--- config.mk ---
export PLATFORM = sky130hd
export DESIGN_NAME = mbc_regs
export DESIGN_NICKNAME = d
export VERILOG_FILES = /design/src/mbc_pkg.sv /design/src/mbc_irq_pulser.sv /design/src/mbc_regs.sv
export SDC_FILE = /design/constraint.sdc
export NUM_CORES = 1
export LEC_CHECK = 0
export BUFFER_PORTS_ARGS = -buffer_cell sky130_fd_sc_hd__buf_2
export CORE_ASPECT_RATIO = 0.6
export CORE_MARGIN = 1
export CORE_UTILIZATION = 41
export DETAILED_ROUTE_END_ITERATION = 10
export HOLD_SLACK_MARGIN = 0.06
export SYNTH_ARGS = -nofsm -noshare
export SYNTH_HDL_FRONTEND = slang
export SYNTH_HIERARCHICAL = 1
export SYNTH_SLANG_ARGS = --single-unit
--- constraint.sdc ---
create_clock -name clk_sys -period 3.2 [get_ports clk_sys]
set_clock_uncertainty 0.15 [all_clocks]
set_input_delay 0.16 -clock clk_sys [delete_from_list [all_inputs] [get_ports clk_sys]]
set_output_delay 0.16 -clock clk_sys [all_outputs]
set_load 0.005 [all_outputs]
--- src/mbc_pkg.sv ---
// Purpose: Shared constants and types for the motor bridge control registers
// Assumes: 16-bit registers reached by a 7-bit register index from the serial front end
// Notes:   Offsets, field positions and reset values are named here once
package mbc_pkg;

    // ************************************************************
    // Register indexes
    // ************************************************************
    localparam logic [6:0] MBC_IDX_MASK = 7'h09;
    localparam logic [6:0] MBC_IDX_SCRATCH = 7'h0b;
    localparam logic [6:0] MBC_IDX_GEN = 7'h10;
    localparam logic [6:0] MBC_IDX_CSA = 7'h11;

    // ************************************************************
    // Reset values
    // ************************************************************
    localparam logic [15:0] MBC_MASK_RST = 16'h0140;
    localparam logic [15:0] MBC_SCRATCH_RST = 16'h0000;
    localparam logic [15:0] MBC_GEN_RST = 16'h0801;
    localparam logic [15:0] MBC_CSA_RST = 16'h0121;

    // ************************************************************
    // Field positions
    // ************************************************************
    localparam int MBC_MSK_CYC = 8;
    localparam int MBC_MSK_WDOFF = 7;
    localparam int MBC_MSK_WDFAIL = 6;
    localparam int MBC_MSK_SPI = 5;
    localparam int MBC_MSK_BD = 4;
    localparam int MBC_MSK_TEMP = 1;
    localparam int MBC_MSK_SUP = 0;
    // Writable bits of the mask register (15:9 read zero)
    localparam logic [15:0] MBC_MASK_WMASK = 16'h01ff;
    // Writable bits of the bridge config (14:13 read zero)
    localparam logic [15:0] MBC_GEN_WMASK = 16'h9fff;
    // Writable bits of the sense config (15:11 read zero)
    localparam logic [15:0] MBC_CSA_WMASK = 16'h07ff;

    // ************************************************************
    // Timing
    // ************************************************************
    localparam int MBC_CLK_HZ = 40000000;
    localparam int MBC_PULSE_NS = 100;
    localparam int MBC_PULSE_CYC = (MBC_PULSE_NS * (MBC_CLK_HZ / 1000000) + 999) / 1000;
    localparam int MBC_PERIOD_US = 100;
    localparam int MBC_PERIOD_CYC = MBC_PERIOD_US * (MBC_CLK_HZ / 1000000);

    // ************************************************************
    // Types
    // ************************************************************
    typedef enum logic [1:0] {
        MBC_GATE_OFF,
        MBC_GATE_FIXED,
        MBC_GATE_ADAPT,
        MBC_GATE_RSVD
    } mbc_gate_mode_t;

    typedef struct packed {
        logic driver_sync_freq_sel;
        logic pump_undervolt_thresh;
        logic transistor_level_sel;
        logic pump_stage_auto_switch;
        logic overvolt_recover_enable;
        logic precharge_step_size;
        mbc_gate_mode_t gate_adapt_mode;
        logic pump_enable;
        logic postcharge_disable;
        logic gate_adapt_filter;
        logic active_fw_detect_enable;
        logic hold_current_sel;
        logic pump_freq_modulation;
    } mbc_bridge_cfg_t;

    typedef struct packed {
        logic bridge_summary_flag;
        logic temp_summary_flag;
        logic supply_summary_flag;
        logic frame_error;
        logic checksum_error;
        logic devmode_wd_fail;
    } mbc_events_t;

    typedef struct packed {
        logic wr;
        logic rd;
        logic [6:0] idx;
        logic [15:0] wdata;
    } mbc_reg_req_t;

endpackage : mbc_pkg

--- src/mbc_irq_pulser.sv ---
// Purpose: Stretches one interrupt request into an active-low pulse of fixed length
// Assumes: Requests arriving during a pulse are merged into it
// Notes:   Output is registered
`timescale 1ns/10ps
`default_nettype none
module mbc_irq_pulser (
    input wire logic clk_sys,         // System clock
    input wire logic rst_b,           // Async reset, active low
    input wire logic fire,            // Request a pulse
    output logic irq_n                // Active-low pulse
);
    import mbc_pkg::*;

    logic [7:0] cnt;
    logic [7:0] next_cnt;
    logic next_irq_n;

    // Load counter on request, count down otherwise
    always_comb begin
        next_cnt = cnt;
        if (fire) begin
            next_cnt = 8'(MBC_PULSE_CYC);
        end else if (cnt != 8'h00) begin
            next_cnt = cnt - 8'h01;
        end
        next_irq_n = (next_cnt == 8'h00);
    end

    // Register state
    always_ff @(posedge clk_sys or negedge rst_b) begin
        if (!rst_b) begin
            cnt <= 8'h00;
            irq_n <= 1'b1;
        end else begin
            cnt <= next_cnt;
            irq_n <= next_irq_n;
        end
    end
endmodule : mbc_irq_pulser
`default_nettype wire

--- src/mbc_regs.sv ---
// Purpose: Interrupt mask, scratch, bridge config and sense config registers
// Assumes: Serial front end delivers decoded one-cycle read and write requests
// Notes:   soft_rst resets the four registers like power-on, but not the interrupt state; restart keeps register contents
`timescale 1ns/10ps
`default_nettype none

module mbc_regs (
    input wire logic clk_sys,                 // System clock, 40 MHz
    input wire logic rst_b,                   // Async power-on reset, active low
    input wire logic soft_rst,                // Soft reset request, one cycle
    input wire logic normal_mode,             // Device in normal operating mode
    input wire logic devmode,                 // Software development mode active
    input wire logic timer_assigned,          // Cyclic timer assigned as wake source
    input wire logic timer_on_nonzero,        // Cyclic timer on-time nonzero
    input wire mbc_pkg::mbc_reg_req_t req,    // Register access request
    input wire mbc_pkg::mbc_events_t evt,     // Event levels from the device
    output logic [15:0] rdata,                // Read data
    output logic rvalid,                      // Read data valid, one cycle
    output logic irq_out_n,                   // Interrupt output, active low
    output logic devmode_watchdog_off,        // Watchdog disabled in devmode
    output logic timer_run,                   // Cyclic timer running
    output var mbc_pkg::mbc_bridge_cfg_t bridge_cfg, // Decoded bridge configuration
    output logic [15:0] sense_cfg             // Current-sense configuration word
);
    import mbc_pkg::*;

    // ************************************************************
    // Register storage
    // ************************************************************
    logic [15:0] event_mask_control;
    logic [15:0] host_scratch_store;
    logic [15:0] bridge_general_config;
    logic [15:0] current_sense_config;
    logic [15:0] next_mask;
    logic [15:0] next_scratch;
    logic [15:0] next_gen;
    logic [15:0] next_csa;
    logic [15:0] next_rdata;
    logic next_rvalid;

    // Writes and soft reset compute next register values
    always_comb begin
        next_mask = event_mask_control;
        next_scratch = host_scratch_store;
        next_gen = bridge_general_config;
        next_csa = current_sense_config;
        next_rdata = rdata;
        next_rvalid = 1'b0;
        if (soft_rst) begin
            next_mask = MBC_MASK_RST;
            next_scratch = MBC_SCRATCH_RST;
            next_gen = MBC_GEN_RST;
            next_csa = MBC_CSA_RST;
        end else if (req.wr) begin
            case (req.idx)
                MBC_IDX_MASK: next_mask = req.wdata & MBC_MASK_WMASK;
                MBC_IDX_SCRATCH: begin
                    if (normal_mode) begin
                        next_scratch = req.wdata;
                    end
                end
                MBC_IDX_GEN: next_gen = req.wdata & MBC_GEN_WMASK;
                MBC_IDX_CSA: next_csa = req.wdata & MBC_CSA_WMASK;
                default: next_gen = bridge_general_config;
            endcase
        end
        // Reads return zero for unmapped indexes and a locked scratch
        if (req.rd) begin
            next_rvalid = 1'b1;
            case (req.idx)
                MBC_IDX_MASK: next_rdata = event_mask_control;
                MBC_IDX_SCRATCH: next_rdata = normal_mode ? host_scratch_store : 16'h0000;
                MBC_IDX_GEN: next_rdata = bridge_general_config;
                MBC_IDX_CSA: next_rdata = current_sense_config;
                default: next_rdata = 16'h0000;
            endcase
        end
    end

    // only rst_b and soft_rst clear scratch; mode changes do not
    always_ff @(posedge clk_sys or negedge rst_b) begin
        if (!rst_b) begin
            event_mask_control <= MBC_MASK_RST;
            host_scratch_store <= MBC_SCRATCH_RST;
            bridge_general_config <= MBC_GEN_RST;
            current_sense_config <= MBC_CSA_RST;
            rdata <= 16'h0000;
            rvalid <= 1'b0;
        end else begin
            event_mask_control <= next_mask;
            host_scratch_store <= next_scratch;
            bridge_general_config <= next_gen;
            current_sense_config <= next_csa;
            rdata <= next_rdata;
            rvalid <= next_rvalid;
        end
    end

    // ************************************************************
    // Bridge configuration decode
    // ************************************************************
    mbc_bridge_cfg_t next_cfg;
    logic next_wd_off;
    logic [15:0] g;

    // Fields are driven out registered so that outputs come from flops
    always_comb begin
        g = bridge_general_config;
        next_cfg.driver_sync_freq_sel = g[15];
        next_cfg.pump_undervolt_thresh = g[12];
        next_cfg.transistor_level_sel = g[11];
        next_cfg.pump_stage_auto_switch = g[10];
        next_cfg.overvolt_recover_enable = g[9];
        next_cfg.precharge_step_size = g[8];
        next_cfg.gate_adapt_mode = mbc_gate_mode_t'(g[7:6]);
        next_cfg.pump_enable = g[5];
        next_cfg.postcharge_disable = g[4];
        next_cfg.gate_adapt_filter = g[3];
        next_cfg.active_fw_detect_enable = g[2];
        next_cfg.hold_current_sel = g[1];
        next_cfg.pump_freq_modulation = g[0];
        next_wd_off = devmode & event_mask_control[MBC_MSK_WDOFF];
    end

    // Register decoded outputs
    always_ff @(posedge clk_sys or negedge rst_b) begin
        if (!rst_b) begin
            // Built from the register reset word, so decode and register agree in reset
            bridge_cfg <= mbc_bridge_cfg_t'({MBC_GEN_RST[15], MBC_GEN_RST[12:0]});
            devmode_watchdog_off <= 1'b0;
            sense_cfg <= MBC_CSA_RST;
        end else begin
            bridge_cfg <= next_cfg;
            devmode_watchdog_off <= next_wd_off;
            sense_cfg <= current_sense_config;
        end
    end

    // ************************************************************
    // Interrupt generation
    // ************************************************************
    mbc_events_t evt_d;
    logic [5:0] pending;
    logic [5:0] next_pending;
    logic [5:0] rise;
    logic [5:0] en;
    logic [12:0] per_cnt;
    logic [12:0] next_per_cnt;
    logic fire;
    logic next_timer_run;

    // Rising edges of each event; pending clears when the event level drops
    always_comb begin
        en = {event_mask_control[MBC_MSK_BD], event_mask_control[MBC_MSK_TEMP],
              event_mask_control[MBC_MSK_SUP], event_mask_control[MBC_MSK_SPI],
              event_mask_control[MBC_MSK_SPI], event_mask_control[MBC_MSK_WDFAIL]};
        // each new edge counts even if already pending
        rise = evt & ~evt_d;
        // watchdog fail counts only in devmode
        rise[0] = rise[0] & devmode;
        // Set wins over clear
        next_pending = (pending & evt) | (rise & en);
        fire = |(rise & en);
        next_per_cnt = per_cnt;
        if (event_mask_control[MBC_MSK_CYC] && (pending != 6'h00)) begin
            if (per_cnt == 13'(MBC_PERIOD_CYC - 1)) begin
                next_per_cnt = 13'h0000;
                fire = 1'b1;
            end else begin
                next_per_cnt = per_cnt + 13'h0001;
            end
        end else begin
            next_per_cnt = 13'h0000;
        end
        // timer runs when assigned and on-time nonzero
        next_timer_run = timer_assigned & timer_on_nonzero;
    end

    // Register event history
    always_ff @(posedge clk_sys or negedge rst_b) begin
        if (!rst_b) begin
            evt_d <= '0;
            pending <= 6'h00;
            per_cnt <= 13'h0000;
            timer_run <= 1'b0;
        end else begin
            evt_d <= evt;
            pending <= next_pending;
            per_cnt <= next_per_cnt;
            timer_run <= next_timer_run;
        end
    end

    // Pulse shaper drives the interrupt pin
    // Limitation: an event inside a running pulse stretches it, so the host sees one fall
    mbc_irq_pulser u_pulser (
        .clk_sys(clk_sys),
        .rst_b(rst_b),
        .fire(fire),
        .irq_n(irq_out_n)
    );

    // ************************************************************
    // Checks
    // ************************************************************
    // frame error pulses when enabled
    chk_spi_pulse: assert property (@(posedge clk_sys) disable iff (!rst_b)
        (evt.frame_error && !evt_d.frame_error && event_mask_control[MBC_MSK_SPI])
        |=> ##1 !irq_out_n) else $error("frame error gave no pulse");
    chk_bd_pulse: assert property (@(posedge clk_sys) disable iff (!rst_b)
        (evt.bridge_summary_flag && !evt_d.bridge_summary_flag
         && event_mask_control[MBC_MSK_BD]) |=> ##1 !irq_out_n)
        else $error("bridge flag gave no pulse");
    chk_wd_pulse: assert property (@(posedge clk_sys) disable iff (!rst_b)
        (evt.devmode_wd_fail && !evt_d.devmode_wd_fail && devmode
         && event_mask_control[MBC_MSK_WDFAIL]) |=> ##1 !irq_out_n)
        else $error("watchdog fail gave no pulse");
    chk_cyc_off: assert property (@(posedge clk_sys) disable iff (!rst_b)
        !event_mask_control[MBC_MSK_CYC] |=> per_cnt == 13'h0000)
        else $error("periodic counter ran while disabled");
    chk_mask_zero: assert property (@(posedge clk_sys) disable iff (!rst_b)
        event_mask_control[15:9] == 7'h00) else $error("mask upper bits set");
    chk_scr_lock: assert property (@(posedge clk_sys) disable iff (!rst_b)
        (!normal_mode && !soft_rst) |=> $stable(host_scratch_store))
        else $error("scratch changed outside normal mode");
    chk_scr_clear: assert property (@(posedge clk_sys) disable iff (!rst_b)
        soft_rst |=> host_scratch_store == MBC_SCRATCH_RST)
        else $error("scratch not cleared");
    // watchdog off follows mask in devmode
    chk_wd_off: assert property (@(posedge clk_sys) disable iff (!rst_b)
        ##1 devmode_watchdog_off == $past(devmode & event_mask_control[MBC_MSK_WDOFF]))
        else $error("watchdog off mismatch");
    chk_pump_en: assert property (@(posedge clk_sys) disable iff (!rst_b)
        ##1 bridge_cfg.pump_enable == $past(bridge_general_config[5]))
        else $error("pump enable mismatch");
    chk_timer_run: assert property (@(posedge clk_sys) disable iff (!rst_b)
        !timer_assigned |=> !timer_run) else $error("timer ran unassigned");
    // periodic wrap drives the pin low
    chk_cyc_fire: assert property (@(posedge clk_sys) disable iff (!rst_b)
        (event_mask_control[MBC_MSK_CYC] && pending != 6'h00
         && per_cnt == 13'(MBC_PERIOD_CYC - 1)) |=> !irq_out_n)
        else $error("periodic wrap gave no pulse");
    // all sources masked keeps the pin idle
    chk_masked_quiet: assert property (@(posedge clk_sys) disable iff (!rst_b)
        (irq_out_n && (event_mask_control & 16'h0173) == 16'h0000) |=> irq_out_n)
        else $error("pulse with all sources masked");
    // only host writes and soft reset alter scratch
    chk_scr_kept: assert property (@(posedge clk_sys) disable iff (!rst_b)
        (!soft_rst && !(req.wr && req.idx == MBC_IDX_SCRATCH && normal_mode))
        |=> $stable(host_scratch_store)) else $error("scratch changed by device");
    chk_freq_sel: assert property (@(posedge clk_sys) disable iff (!rst_b)
        ##1 bridge_cfg.driver_sync_freq_sel == $past(bridge_general_config[15]))
        else $error("sync frequency select mismatch");
endmodule : mbc_regs
`default_nettype wire

==> flow_summary.json, run 1 <==
{
  "grt_setup_unrepaired": "false",
  "start_util": 0.423,
  "cts_buffers": 17,
  "synthSimpleGateAreaFrac": 0.164,
  "reg2reg_from": "per_cnt[5]",
  "cp.required_ns": 3.30,
  "critPathKind": "primary input to flop",
  "grt_max_degree": 72,
  "worst_slew_margin_rel": 0.320,
  "cts_max_level": 4,
  "synth_compound_gate_area_share": 0.109,
  "fin_ws_ns": 0.668,
  "regToRegSetupSlack_ns": 0.71,
  "grt_pass1_vias": 3968,
  "yosysSeqAreaShare": 0.590,
  "fmax_mhz": 395,
  "r2r_cells": 7,
  "critPathSlowestCell": "nor4b_2",
  "track_usage": 0.204,
  "grt_pass1_wl_um": 21200,
  "postSynth.asyncResetShare": 1.00,
  "dr.first_iter.drc_count": 189,
  "numPortBuffers": 82,
  "p_leak_nw": 3.37,
  "postCtsSetupRepairBufs": 0,
  "layout_commonest_cell": "dfrtp_1",
  "start_kind": "primary input",
  "synth_edf_count": 0,
  "ys.flop_type": "dfrtp_1",
  "synth_cell_type_count": 62,
  "muxShareOfSynthArea": 0.0610,
  "drc": 0,
  "status": "finished clean",
  "antenna_cells": 0,
  "dp_hpwl_um": 8750,
  "setup_viol": 0,
  "ys_warn_count": 6,
  "hold_path.class": "primary input to async pin",
  "wl_um": 13000,
  "final_cell_mix": "dfrtp_1, buf_2, nor2_1",
  "synth_top_family_by_area": "simple AND/OR/NAND/NOR gates",
  "synth_xor_xnor_area_share": 0.0241,
  "numClockSinks": 128,
  "synth_fa_ha_area_frac": 0.00688,
  "hold_viol": 0,
  "overflow": 0,
  "cpLargestDelayFamily": "simple AND/OR/NAND/NOR gates",
  "vias": 4093,
  "areaGrowthSynthToFinish_pct": 26.2,
  "critPathCaptureType": "flop",
  "cts_tree": "yes",
  "antenna_found_initial": 0,
  "netlist_area_sq_um": 5450,
  "coreArea_sq_um": 12900,
  "maxSlewViolCount": 0,
  "die_y_um": 91.3,
  "path_cells": "dlygate4sd3_1, buf_2, nor4b_2, nand3_1, nand2_1, a21oi_1",
  "die-area_sq_um": 13800,
  "synth.avg_cell_area_sq_um": 11.2,
  "nets": 645,
  "fin_crit_sh": 0.791,
  "root_buffer": "clkbuf_16",
  "power_mw": 4.15,
  "placed_area_sq_um": 6040,
  "design_area_sq_um": 6880,
  "synth-seq-cells": 128,
  "tightest_slew_ns": 1.02,
  "r2r-end": "u_pulser/irq_n",
  "final.setup.tns_ns": 0,
  "crit_arrival_ns": 2.63,
  "viasPerCell": 5.20,
  "clk_pin_slew_ns": 0.06,
  "pre_cts_ws_ns": 0.713,
  "cts_resized": 0,
  "irDropWorstVdd_mv": 0.385,
  "antenna_left": 0,
  "critPathMaxStageDelay_ns": 0.73,
  "rows": 32,
  "worstSkewPairLatency_ns": 0.41,
  "ioPinCount": 88,
  "critPathMaxFanout": 14,
  "die_w_um": 151,
  "wl_per_cell_um": 16.5,
  "cp_num_buf_inv": 2,
  "firstDrtPassIters": 5,
  "cap_violations": 0,
  "min_period_ns": 2.53,
  "p_per_area_nw_per_um2": 603,
  "clk_path_buf_depth": 2,
  "netlist_instances": 489,
  "routabilityCongestion": 0.873,
  "drive_above_1_share": 0.256
}
timing repair:
action	in CTS	in global routing
hold endpoints to repair	187	0
setup endpoints to repair	0	0
hold buffers	28	0
through the flow:
step,instances,util,hold slack [ns]
finish,787,0.534,0.0844
global route,787,0.534,0.104
CTS,787,0.534,0.0801
detailed placement,727,0.468,-0.0206
global placement,727,0.468,-0.0268
floorplan,493,-,-0.286
registers in the layout, indices dropped and copies added, names as in the netlist, 6 cells and up:
signal / count
host_scratch_store: 16
u_pulser/cnt: 8
event_mask_control: 9
current_sense_config: 11
per_cnt: 13
evt_d: 6
pending: 6
bridge_cfg: 14
sense_cfg: 11
rdata: 16
bridge_general_config: 14
area by class of cell:
type	count	area [sq um]
Clock buffer	26	479
Clock inverter	6	85.1
Fill cell	1110	6010
Inverter	23	86.3
Multi-Input combinational cell	313	2010
Sequential cell	128	3220
Tap cell	170	213
Timing Repair Buffer	121	788
cells in the mapped netlist, types with 5 or more instances:
cell,n,area (sq um)
o22ai_1,6,37.5
a22o_1,9,78.8
nor2b_1,13,81.3
nor3_1,10,50.1
buf_4,5,37.5
a22oi_1,14,105
nor2_1,51,191
nand3_1,10,50.1
buf_2,7,35.0
a21oi_1,23,115
nand2_1,36,135
dfstp_2,13,342
clkbuf_1,11,41.3
buf_1,5,18.8
nor2_2,11,68.8
xnor2_1,14,123
a31oi_1,7,43.8
o21ai_0,11,55.1
inv_1,23,86.3
mux2i_1,31,310
dfrtp_1,115,2880
nand4_1,5,31.3
how the worst max path moves through the flow:
stage                from                       end  cells after the start
6_report          req[17]  bridge_general_config[1]                      6
5_1_grt           req[17]  bridge_general_config[1]                      6
4_1_cts           req[17]  bridge_general_config[1]                      6
3_5_place_dp   per_cnt[5]            u_pulser/irq_n                      7
3_3_place_gp   per_cnt[5]            u_pulser/irq_n                      7
2_1_floorplan  per_cnt[5]            u_pulser/irq_n                      8
where the power goes:
part	total (mW)	switching (mW)	internal (mW)
Combinational	0.537	0.307	0.230
Sequential	1.76	0.0741	1.68
Clock	1.86	0.670	1.19
kinds of logic after synthesis:
| group | count (synthesis) |
|---|---|
| buf+inv | 52 |
| other cells | 1 |
| mux | 33 |
| fa+ha+maj | 3 |
| xor+xnor | 15 |
| compound gates | 88 |
| simple gates | 169 |
| flops | 128 |
layer usage:
metal / vias to the layer above / global-route usage / wire length, um
met5: - / 0 / 0
met2: 136 / 0.274 / 5490
li1: 1920 / - / -
met1: 2030 / 0.314 / 6630
met3: 7 / 0.0543 / 790
met4: 0 / 0.0675 / 75
No activity file was read; power rests on OpenSTA's default activity.
==> run 2, diff against run 1 <==
Clock period 3.2 ns to 2.6 ns, I/O delays scaled along.
==> flow_summary.json, run 2 (synthesis gave the netlist of run 1 again) <==
{
  "rows": 32,
  "maxSlewViolCount": 0,
  "cap_violations": 0,
  "hold_viol": 0,
  "routabilityCongestion": 0.866,
  "dr.first_iter.drc_count": 239,
  "die_w_um": 151,
  "p_sw_mw": 1.39,
  "drive_above_1_share": 0.270,
  "grt_max_degree": 129,
  "ioPinCount": 88,
  "root_buffer": "clkbuf_16",
  "sw_frac_of_total": 0.269,
  "whs_ns": 0.0755,
  "p_per_area_nw_per_um2": 745,
  "clk_pin_slew_ns": 0.06,
  "worstSkewPairLatency_ns": 0.41,
  "wl_um": 12800,
  "clk_path_buf_depth": 2,
  "firstDrtPassIters": 5,
  "clkPwrFrac": 0.454,
  "overflow": 0,
  "antenna_found_initial": 0,
  "antenna_cells": 0,
  "worst_slew_margin_rel": 0.387,
  "seq_power_share": 0.419,
  "tightest_slew_ns": 0.917,
  "start_util": 0.423,
  "status": "finished clean",
  "final.setup.tns_ns": 0,
  "antenna_left": 0,
  "critPathKind": "flop to flop",
  "fin_crit_sh": 0.933,
  "grt_pass1_vias": 4053,
  "cts_buffers": 17,
  "drc": 0,
  "numClockSinks": 128,
  "p_leak_nw": 3.39,
  "cp.required_ns": 2.77,
  "die_y_um": 91.3,
  "p_int_mw": 3.77,
  "hold_depth": 4,
  "placed_area_sq_um": 6040,
  "critPathMaxFanout": 7,
  "power_frac_comb": 0.127,
  "reg.largest.list": "host_scratch_store x16, rdata x16",
  "vias": 4137,
  "start_kind": "flop",
  "cts_tree": "yes",
  "grt_pass1_wl_um": 20900,
  "die-area_sq_um": 13800,
  "viasPerCell": 5.25,
  "nets": 646,
  "hold_path.class": "primary input to flop",
  "fin_ws_ns": 0.174,
  "pre_cts_ws_ns": 0.152,
  "power_mw": 5.16,
  "setup_viol": 0,
  "final_cell_mix": "dfrtp_1, buf_2, nor2_1",
  "track_usage": 0.200,
  "crit_arrival_ns": 2.60,
  "postCtsSetupRepairBufs": 0,
  "r2r_cells": 6,
  "layout_commonest_cell": "dfrtp_1",
  "cts_max_level": 4,
  "design_area_sq_um": 6920,
  "numPortBuffers": 82,
  "coreArea_sq_um": 12900,
  "fmax_mhz": 412,
  "areaGrowthSynthToFinish_pct": 27.0,
  "dp_hpwl_um": 8600,
  "wl_per_cell_um": 16.2,
  "irDropWorstVdd_mv": 0.413,
  "min_period_ns": 2.43,
  "critPathCaptureType": "flop"
}
-- run 2: cell count changes in the layout (fill, tap and decap cells not counted), sizes merged --
| cell | previous run | this run |
|---|---|---|
| buf | 93 | 94 |
| clkinvlp | 2 | 4 |
| clkbuf | 26 | 17 |
| clkinv | 2 | 6 |
| inv | 23 | 26 |
-- run 2: power groups by stage --
| stage | sequential [mW] | combinational (mW) | clock [mW] |
|---|---|---|---|
| final | 2.16 | 0.657 | 2.34 |
| after global routing | 2.18 | 0.746 | 2.48 |
| after CTS | 2.16 | 0.656 | 2.39 |
| after detailed placement | 2.19 | 0.620 | 0 |
| after global placement | 2.19 | 0.615 | 0 |
| after floorplan | 2.17 | 0.445 | 0 |
-- run 2: cell type report --
cell class / count / area, sq um
fill: 1108 / 5970
sequential: 128 / 3220
multi-input combinational: 313 / 2020
timing repair buffer: 122 / 796
clock buffer: 17 / 425
tap: 170 / 213
clock inverter: 15 / 161
inverter: 23 / 86.3
-- run 2: timing repair --
item	in CTS	in global routing
hold buffers	28	0
resized for setup	0	2
hold endpoints to repair	182	0
setup endpoints to repair	0	1
-- run 2: layer usage --
metal | GRT usage | wire length [um] | up-vias
li1 | - | - | 1929
met4 | 0.0758 | 156 | 0
met3 | 0.0427 | 685 | 13
met1 | 0.303 | 6510 | 2069
met5 | 0 | 0 | -
met2 | 0.276 | 5440 | 126
-- run 2: final timing paths --
check	from	to	slack, ns
min in group asynchronous	rst_b	u_pulser/cnt[7]	0.14
setup / recovery	pending[1]	u_pulser/irq_n	0.17
setup reg to reg	pending[1]	u_pulser/irq_n	0.17
max in group asynchronous	rst_b	sense_cfg[3]	1.53
hold reg to reg	current_sense_config[0]	sense_cfg[0]	0.22
hold / removal	req[16]	rdata[9]	0.08
-- run 2: worst max-delay path: stages, from the launching register on --
cell and delay (ns):
dfrtp_1 0.38, or4_1 0.57, o31ai_4 0.23, o211ai_1 0.16, buf_4 0.21, a2111o_1 0.35
nor4_2 0.28
-- run 2: through the flow --
step,cells,utilization
floorplan,493,-
global placement,728,0.469
detailed placement,728,0.469
CTS,788,0.536
global route,788,0.537
finish,788,0.537
==> run 3, diff against run 2 <==
Clock period 2.6 ns to 3.05 ns, I/O delays scaled along.
==> flow_summary.json, run 3 (synthesis gave the netlist of run 1 again) <==
{
  "antenna_left": 0,
  "dr.first_iter.drc_count": 187,
  "critPathCaptureType": "flop",
  "die_w_um": 151,
  "dp_hpwl_um": 8800,
  "hold_viol": 0,
  "cts_tree": "yes",
  "grt_pass1_wl_um": 21000,
  "critPathMaxFanout": 5,
  "nets": 645,
  "critPathSlowestCell": "or4b_1",
  "wl_per_cell_um": 16.6,
  "firstDrtPassIters": 4,
  "grtUsageMet3": 0.0467,
  "die_y_um": 91.3,
  "met1_usage": 0.303,
  "drc": 0,
  "fmax_mhz": 408,
  "cts_buffers": 17,
  "clk_pin_slew_ns": 0.06,
  "layout_commonest_cell": "dfrtp_1",
  "path_cells": "or4b_1, or3_4, o211ai_1, inv_1, o31ai_4, a41oi_1, nor4_2",
  "irDropWorstVdd_mv": 0.363,
  "routabilityCongestion": 0.887,
  "viasPerCell": 5.11,
  "p_leak_nw": 3.40,
  "numPortBuffers": 82,
  "fin_crit_sh": 0.803,
  "antenna_cells": 0,
  "antenna_found_initial": 0,
  "cts_max_level": 4,
  "grt_max_degree": 92,
  "vias": 4022,
  "p_per_area_nw_per_um2": 649,
  "regToRegSetupSlack_ns": 0.60,
  "numClockSinks": 128,
  "cts_hold_buf": 28,
  "cap_violations": 0,
  "critPathMaxStageDelay_ns": 0.54,
  "ioPinCount": 88,
  "crit_path_end": "u_pulser/irq_n",
  "grt_pass1_vias": 4042,
  "place_inst": 727,
  "min_period_ns": 2.45,
  "cp.required_ns": 3.22,
  "areaGrowthSynthToFinish_pct": 27.0,
  "die-area_sq_um": 13800,
  "drive_above_1_share": 0.263,
  "overflow": 0,
  "reg2reg_from": "per_cnt[5]",
  "fill_cells": 1138,
  "crit_path_start": "per_cnt[5]",
  "r2r_cells": 7,
  "met2_usage": 0.288,
  "reg.largest.list": "host_scratch_store x16, rdata x16",
  "tightest_slew_ns": 1.03,
  "maxSlewViolCount": 0,
  "final_cell_mix": "dfrtp_1, buf_2, nor2_1",
  "track_usage": 0.203,
  "final.setup.tns_ns": 0,
  "wl_um": 13000,
  "cts_resized": 0,
  "hold_path.class": "primary input to async pin",
  "coreArea_sq_um": 12900,
  "top_usage_layer": "met1",
  "worstSkewPairLatency_ns": 0.41,
  "r2r-end": "u_pulser/irq_n",
  "postCtsSetupRepairBufs": 0,
  "crit_arrival_ns": 2.62,
  "critPathKind": "flop to flop",
  "grt_setup_unrepaired": "false",
  "setup_viol": 0,
  "rows": 32,
  "status": "finished clean",
  "start_util": 0.423,
  "start_kind": "flop",
  "instances_no_fill": 787,
  "worst_slew_margin_rel": 0.312,
  "clk_path_buf_depth": 2,
  "root_buffer": "clkbuf_16"
}
==> run 3: cell count changes in the layout (fill, tap and decap cells not counted), sizes merged <==
cell      delta
buf          -1
bufinv       +1
clkbuf       +6
clkinv       -2
clkinvlp     -2
inv          -3
==> run 3: area by class of cell <==
cell class | count | area [sq um] | area share
clock buffers | 23 | 478 | 0.0690
inverters | 23 | 86.3 | 0.0125
repair buffers | 121 | 788 | 0.114
clock inverters | 9 | 133 | 0.0191
flip-flops and latches | 128 | 3220 | 0.465
multi-input cells | 313 | 2010 | 0.290
well taps | 170 | 213 | 0.0307
==> run 3: how the worst min path moves through the flow <==
stage / cells after the start / slack [ns] / to
3_5_place_dp: 1 / 0.002 / u_pulser/cnt[1]
5_1_grt: 4 / 0.14 / rdata[10]
2_1_floorplan: 0 / -0.29 / bridge_cfg[10]
4_1_cts: 4 / 0.1 / rdata[9]
6_report: 2 / 0.09 / u_pulser/cnt[1]
3_3_place_gp: 1 / 0.003 / u_pulser/cnt[1]
==> run 3: per-stage QoR <==
stage | total power, mW | setup slack (ns) | hold WS, ns | instance area, sq um | util
global route | 4.67 | 0.455 | 0.137 | 6930 | 0.537
finish | 4.49 | 0.600 | 0.0947 | 6930 | 0.537
floorplan | 2.23 | 0.579 | -0.293 | 5470 | -
global placement | 2.41 | 0.628 | 0.00344 | 6040 | 0.468
detailed placement | 2.41 | 0.609 | 0.00237 | 6040 | 0.468
CTS | 4.52 | 0.595 | 0.0978 | 6930 | 0.537
==> run 3: per-layer routing <==
layer | vias up | wire length, um
met1 | 1968 | 6660
met3 | 14 | 794
met5 | - | 0
li1 | 1920 | -
met4 | 0 | 108
met2 | 120 | 5480
==> run 3: where the power goes <==
| group | switching, mW | total [mW] | internal [mW] |
|---|---|---|---|
| Clock | 0.729 | 2.08 | 1.35 |
| Combinational | 0.332 | 0.574 | 0.242 |
| Sequential | 0.0745 | 1.84 | 1.76 |
==> run 3: worst max-delay path, delay by kind of cell, from the launching register on <==
kind | cells | cell delay, ns
compound gates | 3 | 0.42
buf+inv | 1 | 0.15
flops | 1 | 0.42
simple gates | 3 | 1.24
